<file path="src/shared/cttr_pkg.sv">
/*
 * Constants, field layouts and carrier types of the compare timer with
 * start trigger and waveform output.
 * Assumes a 32-bit classic Wishbone register bus with byte addresses.
 */
package cttr_pkg;

   // widths and default rates
   localparam int unsigned CNT_W     = 8;
   localparam int unsigned ADR_W     = 8;
   localparam int unsigned PRESCALE  = 4;

   // register byte offsets
   localparam logic [7:0] OFS_TEC    = 8'h00;
   localparam logic [7:0] OFS_OSEL   = 8'h04;
   localparam logic [7:0] OFS_MCA    = 8'h08;
   localparam logic [7:0] OFS_MCB    = 8'h0C;
   localparam logic [7:0] OFS_CNT    = 8'h10;
   localparam logic [7:0] OFS_STAT   = 8'h14;

   // trigger_edge_control layout
   localparam int unsigned TEC_RSV_LSB  = 5;
   localparam int unsigned TEC_EDGE_LSB = 3;
   localparam int unsigned TEC_EN_BIT   = 2;
   localparam int unsigned TEC_CLK_LSB  = 0;
   localparam logic [2:0]  TEC_RSV_VAL  = 3'h7;

   // output select layout
   localparam int unsigned OSEL_A_LSB = 0;
   localparam int unsigned OSEL_B_LSB = 2;

   // status layout
   localparam int unsigned STAT_WAVE = 0;
   localparam int unsigned STAT_RUN  = 1;

   // reset values
   localparam logic [CNT_W-1:0] MC_RST = 8'hFF;

   typedef enum logic [1:0] {
      ACT_KEEP   = 2'h0,
      ACT_LOW    = 2'h1,
      ACT_HIGH   = 2'h2,
      ACT_TOGGLE = 2'h3
   } cttr_act_t;

   typedef enum logic [1:0] {
      EDGE_OFF  = 2'h0,
      EDGE_RISE = 2'h1,
      EDGE_FALL = 2'h2,
      EDGE_BOTH = 2'h3
   } cttr_edge_t;

   typedef enum logic [1:0] {
      CSEL_STOP   = 2'h0,
      CSEL_PRESC  = 2'h1,
      CSEL_EV_R   = 2'h2,
      CSEL_EV_RF  = 2'h3
   } cttr_csel_t;

   typedef struct packed {
      logic              cyc;
      logic              stb;
      logic              we;
      logic [ADR_W-1:0]  adr;
      logic [3:0]        sel;
      logic [31:0]       dat;
   } cttr_wb_req_t;

   typedef struct packed {
      cttr_edge_t edge_sel;
      logic       trig_en;
      cttr_csel_t clk_sel;
   } cttr_tec_t;

   typedef struct packed {
      cttr_act_t b;
      cttr_act_t a;
   } cttr_osel_t;

endpackage

</file>
<file path="src/hdl/cttr_timer.sv">
/*
 * 8-bit compare-match timer with edge-selected start trigger, external
 * event clock, external counter clear and a compare-driven waveform pin.
 * Assumes one 50 MHz clock with synchronous active-high reset; the three
 * pins are asynchronous and are synchronised here.
 */
// Decided for this implementation: the Wishbone register port and the placing of the registers.
// Summary of operation
// - match A drives wave pin: 00 keep, 01 low, 10 high, 11 toggle.
// - separate 2-bit select sets the wave pin action on match B.
// - match A and match B actions are set independently.
// - wave pin is low after reset until the first compare match.
// - edge field selects trigger: 00 off, 01 rising, 10 falling, 11 both.
// - with trigger enabled, selected edge starts count; match-clear stops it.
// - with trigger disabled, neither trigger start nor match-clear stop applies.
// - top three bits of trigger_edge_control always read as one.
// - external count_clear_pin clears the counter.
// - external start_trigger_pin edges, qualified by edge field, start the count.
// - external event_clock_pin edges can serve as the count source.
// - dedicated wave_out_pin carries the compare-driven waveform.
module cttr_timer #(
   parameter int unsigned CNT_W    = cttr_pkg::CNT_W,
   parameter int unsigned PRESCALE = cttr_pkg::PRESCALE
) (
   // clock and reset
   input  wire logic                 clk,
   input  wire logic                 rst,
   // register bus
   input  wire cttr_pkg::cttr_wb_req_t wb_req,
   output logic [31:0]               wb_dat_r,
   output logic                      wb_ack,
   // pins
   input  wire logic                 start_trigger_pin,
   input  wire logic                 event_clock_pin,
   input  wire logic                 count_clear_pin,
   output logic                      wave_out_pin
);

   // pin synchronisers: index 0 trigger, 1 event, 2 clear
   logic [2:0] pin_raw;
   logic [2:0] pin_s1_q;
   logic [2:0] pin_s2_q;
   logic [2:0] pin_s3_q;
   logic [2:0] pin_rise;
   logic [2:0] pin_fall;

   assign pin_raw = {count_clear_pin, event_clock_pin, start_trigger_pin};

   genvar gi;
   generate
      for (gi = 0; gi < 3; gi++) begin : g_sync
         always_ff @(posedge clk) begin
            if (rst) begin
               pin_s1_q[gi] <= 1'b0;
               pin_s2_q[gi] <= 1'b0;
               pin_s3_q[gi] <= 1'b0;
            end else begin
               pin_s1_q[gi] <= pin_raw[gi];
               pin_s2_q[gi] <= pin_s1_q[gi];
               pin_s3_q[gi] <= pin_s2_q[gi];
            end
         end
         assign pin_rise[gi] = pin_s2_q[gi] & ~pin_s3_q[gi];
         assign pin_fall[gi] = ~pin_s2_q[gi] & pin_s3_q[gi];
      end
   endgenerate

   // registers
   cttr_pkg::cttr_tec_t  tec_q;
   cttr_pkg::cttr_osel_t osel_q;
   logic [CNT_W-1:0]     mca_q;
   logic [CNT_W-1:0]     mcb_q;
   logic [CNT_W-1:0]     cnt_q;
   logic                 run_q;
   logic                 wave_q;
   logic                 ack_q;
   logic [31:0]          dat_r_q;

   // bus decode
   logic       req;
   logic       wr;
   logic       wr_lo;
   logic [31:0] rd_d;

   assign req   = wb_req.cyc & wb_req.stb & ~ack_q;
   assign wr    = req & wb_req.we;
   assign wr_lo = wr & wb_req.sel[0];

   always_comb begin
      rd_d = 32'h0000_0000;
      case (wb_req.adr)
         cttr_pkg::OFS_TEC: begin
            rd_d[cttr_pkg::TEC_RSV_LSB +: 3]  = cttr_pkg::TEC_RSV_VAL;
            rd_d[cttr_pkg::TEC_EDGE_LSB +: 2] = tec_q.edge_sel;
            rd_d[cttr_pkg::TEC_EN_BIT]        = tec_q.trig_en;
            rd_d[cttr_pkg::TEC_CLK_LSB +: 2]  = tec_q.clk_sel;
         end
         cttr_pkg::OFS_OSEL: begin
            rd_d[cttr_pkg::OSEL_A_LSB +: 2] = osel_q.a;
            rd_d[cttr_pkg::OSEL_B_LSB +: 2] = osel_q.b;
         end
         cttr_pkg::OFS_MCA:  rd_d[CNT_W-1:0] = mca_q;
         cttr_pkg::OFS_MCB:  rd_d[CNT_W-1:0] = mcb_q;
         cttr_pkg::OFS_CNT:  rd_d[CNT_W-1:0] = cnt_q;
         cttr_pkg::OFS_STAT: begin
            rd_d[cttr_pkg::STAT_WAVE] = wave_q;
            rd_d[cttr_pkg::STAT_RUN]  = run_q;
         end
         default: rd_d = 32'h0000_0000;
      endcase
   end

   // one-cycle ack; unmapped addresses are acked and read as zero
   always_ff @(posedge clk) begin
      if (rst) begin
         ack_q   <= 1'b0;
         dat_r_q <= 32'h0000_0000;
      end else begin
         ack_q <= req;
         if (req & ~wb_req.we) begin
            dat_r_q <= rd_d;
         end
      end
   end

   assign wb_ack   = ack_q;
   assign wb_dat_r = dat_r_q;

   // control register writes
   always_ff @(posedge clk) begin
      if (rst) begin
         tec_q  <= '{edge_sel: cttr_pkg::EDGE_OFF, trig_en: 1'b0,
                     clk_sel: cttr_pkg::CSEL_STOP};
         osel_q <= '{b: cttr_pkg::ACT_KEEP, a: cttr_pkg::ACT_KEEP};
         mca_q  <= cttr_pkg::MC_RST;
         mcb_q  <= cttr_pkg::MC_RST;
      end else if (wr_lo) begin
         case (wb_req.adr)
            cttr_pkg::OFS_TEC: begin
               tec_q.edge_sel <= cttr_pkg::cttr_edge_t'(wb_req.dat[cttr_pkg::TEC_EDGE_LSB +: 2]);
               tec_q.trig_en  <= wb_req.dat[cttr_pkg::TEC_EN_BIT];
               tec_q.clk_sel  <= cttr_pkg::cttr_csel_t'(wb_req.dat[cttr_pkg::TEC_CLK_LSB +: 2]);
            end
            cttr_pkg::OFS_OSEL: begin
               osel_q.a <= cttr_pkg::cttr_act_t'(wb_req.dat[cttr_pkg::OSEL_A_LSB +: 2]);
               osel_q.b <= cttr_pkg::cttr_act_t'(wb_req.dat[cttr_pkg::OSEL_B_LSB +: 2]);
            end
            cttr_pkg::OFS_MCA: mca_q <= wb_req.dat[CNT_W-1:0];
            cttr_pkg::OFS_MCB: mcb_q <= wb_req.dat[CNT_W-1:0];
            default: ;
         endcase
      end
   end

   // internal count source: one-cycle enable every PRESCALE clocks
   localparam int unsigned PS_W = (PRESCALE > 1) ? $clog2(PRESCALE) : 1;
   logic [PS_W-1:0] ps_q;
   logic            ps_tick;

   assign ps_tick = (ps_q == PS_W'(PRESCALE - 1));

   always_ff @(posedge clk) begin
      if (rst || ps_tick) begin
         ps_q <= '0;
      end else begin
         ps_q <= ps_q + PS_W'(1);
      end
   end

   // count source and gating
   logic src;
   logic tick;
   logic trig_hit;
   logic clr_pin;
   logic cnt_wr;
   logic match_a;
   logic match_b;

   always_comb begin
      case (tec_q.clk_sel)
         cttr_pkg::CSEL_PRESC: src = ps_tick;
         cttr_pkg::CSEL_EV_R:  src = pin_rise[1];
         cttr_pkg::CSEL_EV_RF: src = pin_rise[1] | pin_fall[1];
         default:              src = 1'b0;
      endcase
   end

   assign tick     = src & run_q;
   // edge field bit 0 enables rising, bit 1 falling; 00 ignores the pin
   assign trig_hit = (tec_q.edge_sel[0] & pin_rise[0])
                   | (tec_q.edge_sel[1] & pin_fall[0]);
   assign clr_pin  = pin_rise[2];
   assign cnt_wr   = wr_lo & (wb_req.adr == cttr_pkg::OFS_CNT);

   // a match only counts on a tick, so a stopped counter cannot rematch
   assign match_a = tick & (cnt_q == mca_q);
   assign match_b = tick & (cnt_q == mcb_q);

   // counter: pin clear beats software write beats match clear
   always_ff @(posedge clk) begin
      if (rst) begin
         cnt_q <= '0;
      end else if (clr_pin) begin
         cnt_q <= '0;
      end else if (cnt_wr) begin
         cnt_q <= wb_req.dat[CNT_W-1:0];
      end else if (match_a) begin
         cnt_q <= '0;
      end else if (tick) begin
         cnt_q <= cnt_q + CNT_W'(1);
      end
   end

   // run gate: free running unless trigger start is enabled
   always_ff @(posedge clk) begin
      if (rst) begin
         run_q <= 1'b0;
      end else if (!tec_q.trig_en) begin
         run_q <= 1'b1;
      end else if (match_a) begin
         run_q <= 1'b0;
      end else if (trig_hit) begin
         run_q <= 1'b1;
      end
   end

   // waveform output
   function automatic logic apply_act(cttr_pkg::cttr_act_t act, logic cur);
      case (act)
         cttr_pkg::ACT_LOW:    apply_act = 1'b0;
         cttr_pkg::ACT_HIGH:   apply_act = 1'b1;
         cttr_pkg::ACT_TOGGLE: apply_act = ~cur;
         default:              apply_act = cur;
      endcase
   endfunction

   // match A takes priority when both constants hit on one tick
   always_ff @(posedge clk) begin
      if (rst) begin
         wave_q <= 1'b0;
      end else if (match_a) begin
         wave_q <= apply_act(osel_q.a, wave_q);
      end else if (match_b) begin
         wave_q <= apply_act(osel_q.b, wave_q);
      end
   end

   assign wave_out_pin = wave_q;
endmodule

</file>
<file path="config.mk">
export PLATFORM = sky130hd
export DESIGN_NAME = cttr_timer
export DESIGN_NICKNAME = d
export VERILOG_FILES = /design/src/shared/cttr_pkg.sv /design/src/hdl/cttr_timer.sv
export SDC_FILE = /design/constraint.sdc
export NUM_CORES = 1
export LEC_CHECK = 0
export BUFFER_PORTS_ARGS = -buffer_cell sky130_fd_sc_hd__buf_2
export CAP_MARGIN = 20
export CORE_UTILIZATION = 56
export CTS_CLUSTER_SIZE = 16
export DETAILED_ROUTE_END_ITERATION = 10
export PLACE_DENSITY = 0.85
export SETUP_SLACK_MARGIN = 0.05
export SLEW_MARGIN = 20
export SYNTH_ARGS = -nofsm -noshare
export SYNTH_HDL_FRONTEND = slang
export SYNTH_SLANG_ARGS = --single-unit
</file>
<file path="constraint.sdc">
create_clock -name clk -period 4.6 [get_ports clk]
set_input_delay 0.23 -clock clk [delete_from_list [all_inputs] [get_ports clk]]
set_output_delay 0.23 -clock clk [all_outputs]
set_load 0.01 [all_outputs]
</file>
==> run_results.csv <==
group,metric,value,unit
synth,synth-edff-count,0,
timing,worst_slew_pin_slew,1020,ps
timing,fin_skew,13.1,ps
place,dp_hpwl,4980,microns
worst_setup_path,r2r_end,"cnt_q[7]",
pwr,swShare,25.2,%
pwr,p_int,0.616,mW
synth,syn-mean-instance-area,8.34,sq um
synth,synth_compound_area_share,17.4,%
floorplan,rows,26,
clock_network,clockBufferDepth,2,
worst_setup_path,ff2ff_path_depth,5,
clock_network,path_clk_slew,110,ps
floorplan,boundaryPins,86,
route,wl_per_cell,15.5,microns
pwr,p_seq_share,59.2,%
final_layout,layout_commonest_cell,"nand2_1",
pwr,switchingPower,0.208,mW
synth,synth_area_leader_cell,"dfxtp_1",
timing,slew_violations,0,
route,vias_per_cell,5.92,
timing,setup_slack,2450,ps
synth,synthSimpleGateAreaFrac,26.7,%
global_routing,grt_pass1_vias,2266,
worst_setup_path,cp-end-kind,"register",
clock_network,clockRootBuffer,"clkbuf_8",
clock_network,cts_resized,0,
floorplan,die-width,75.0,microns
pwr,ir_worst_vdd,0.294,mV
worst_setup_path,cp_max_fo,16,
final_layout,fin_nets,438,
synth,synthAdderAreaFrac,2.93,%
worst_setup_path,reg2reg_slack,2450,ps
clock_network,post_cts_buffers,0,
global_routing,grt_usage,26.0,%
timing,fin_hold_ws,118,ps
floorplan,die-area,5630,sq um
synth,yosys.area_share.xor_xnor,4.69,%
synth,ys_types,53,
run,maxCapViolations,0,
synth,synth_ff_type,"dfxtp_1",
timing,min_period,2150,ps
synth,synth_seq_area_share,36.9,%
worst_setup_path,cp.arrival,2340,ps
place,gp_congestion,0.921,
timing,fmax,464,MHz
clock_network,cts.sinks,55,
clock_network,htreeDepth,2,
route,ant_nets,0,
route,first_pass_iters,5,
clock_network,cts_tree,"yes",
timing,period_share,46.8,%
worst_setup_path,endpoint,"cnt_q[7]",
synth,synth_top_family_by_area,"simple AND/OR/NAND/NOR gates",
synth,netlist_area,2990,sq um
worst_setup_path,critPathLaunch,"wb_ack",
place,place_worst_setup_slack,2230,ps
global_routing,grt_pass1_wl,10900,microns
final_layout,drive_gt1_share,13.4,%
floorplan,die_y,75.0,microns
global_routing,grt-ovfl-total,0,
pwr,power_frac_comb,7.5,%
clock_network,clock_latency,320,ps
timing,setup_viol,0,
timing,finalHoldViolations,0,
global_routing,grt_start_max_net_pins,47,
synth,ys_top_cells_by_area,"dfxtp_1 (37%), nand2_1 (7.7%), buf_4 (6.3%)",
route,drc,0,
final_layout,antenna_cells,0,
route,drtIter0Drc,268,
floorplan,start_util,58.5,%
worst_setup_path,setup.worst_path.class,"register to register",
synth,synthCells,358,
synth,async_flop_share,0,%
worst_setup_path,rr_startpoint,"wb_ack",
clock_network,holdBufCountCts,0,
worst_setup_path,cp-start-kind,"register",
synth,yosysTopAreaCellShare,36.9,%
final_layout,layout_common_cells,"nand2_1 (61), dfxtp_1 (55), buf_2 (34)",
outcome,status,"finished, final reports clean",
clock_network,cts_made_buffers,5,
synth,ys_ff_latch,55,
timing,slew_headroom,31.5,%
timing,fin_setup_tns,0,ps
global_routing,antenna_found_initial,0,
min_path,min_path_type,"primary input to register",
route,wl,6980,microns
synth,synthMuxAreaShare,1.01,%
final_layout,syn_to_final_growth,5.40,%
route,vias,2662,
timing,rsz0062_at_grt,"false",
pwr,clkPwrFrac,33.3,%
pwr,p_leak,1.28,nW
synth,ys_warn_count,0,
pwr,p_per_area,262,nW/um^2
worst_setup_path,cp_data_required_time,4790,ps
place,portBuffers,34,
floorplan,core_area,5110,sq um
[power groups by stage]
stage | clock network (mW) | registers (mW) | logic (mW)
after global routing | 0.299 | 0.488 | 0.0694
after floorplan | 0 | 0.499 | 0.0517
after CTS | 0.274 | 0.487 | 0.0615
after global placement | 0 | 0.498 | 0.0604
after detailed placement | 0 | 0.498 | 0.0613
final | 0.275 | 0.487 | 0.0618
[sequential cells by signal, summed over array words and instances, names as in the netlist]
signal and flops:
run_q 1, cnt_q 8, mca_q 8, pin_s1_q 3
wb_dat_r 8, osel_q 4, pin_s3_q 3, mcb_q 8
ps_q 2, tec_q 5, wave_out_pin 1, pin_s2_q 3
wb_ack 1
[Yosys cell counts, types with 4 or more instances]
master and instances:
nand2_1 61, dfxtp_1 55, buf_4 25, nand3b_1 22, a21oi_1 19, o21ai_0 18, xnor2_1 16, nand3_1 13
nor2_1 12, nor2b_1 10, inv_1 9, clkbuf_1 8, buf_2 7, ha_1 7, a211oi_1 6, a31oi_1 6
a221oi_1 5, a222oi_1 4, a22o_1 4, and4_1 4, nand4_1 4
[layer usage]
metal  part of all wire, %  global-route usage, %
met3                   8.0                   5.76
met2                    47                   40.1
met1                    43                   34.8
met5                     0                      0
met4                   2.7                   12.2
[critical path, cell delays in order (launching register included)]
cell      delay (ps)
dfxtp_1          320
nand3b_1         200
nor2_1           750
nand2_2          410
o21ai_0          280
a31oi_1           70
[kinds of logic after synthesis]
family                   after synthesis
flip-flops                            55
adder cells (fa/ha/maj)                7
XOR/XNOR                              16
multiplexers                           3
AO/OA/AOI/OAI                         77
other                                  1
buffers and inverters                 52
AND/OR/NAND/NOR                      147
[worst min-delay path by stage]
stage                      startpoint          end  slack (ps)  depth (start not counted)
detailed placement            ps_q[0]      ps_q[0]         420                          1
CTS                 start_trigger_pin  pin_s1_q[0]         120                          2
global route        start_trigger_pin  pin_s1_q[0]         110                          2
floorplan                   wb_req[0]     mca_q[0]         350                          2
global placement              ps_q[0]      ps_q[0]         410                          1
finish                event_clock_pin  pin_s1_q[1]         120                          2
[area by class of cell]
type                       count  area, sq um
sequential                    55         1100
multi-input combinational    274         1670
fill                         474         1960
clock inverter                 2         17.5
inverter                       9         33.8
timing repair buffer          34          170
tap                           70         87.6
clock buffer                   6         72.6
[through the flow]
step | power (mW) | instance area (sq um) | cells | util [%]
floorplan | 0.550 | 3070 | 381 | -
CTS | 0.823 | 3150 | 450 | 61.6
global route | 0.857 | 3150 | 450 | 61.6
finish | 0.824 | 3150 | 450 | 61.6
detailed placement | 0.560 | 3060 | 442 | 59.9
global placement | 0.558 | 3060 | 442 | 59.9
(Power assumes the default switching activity.)
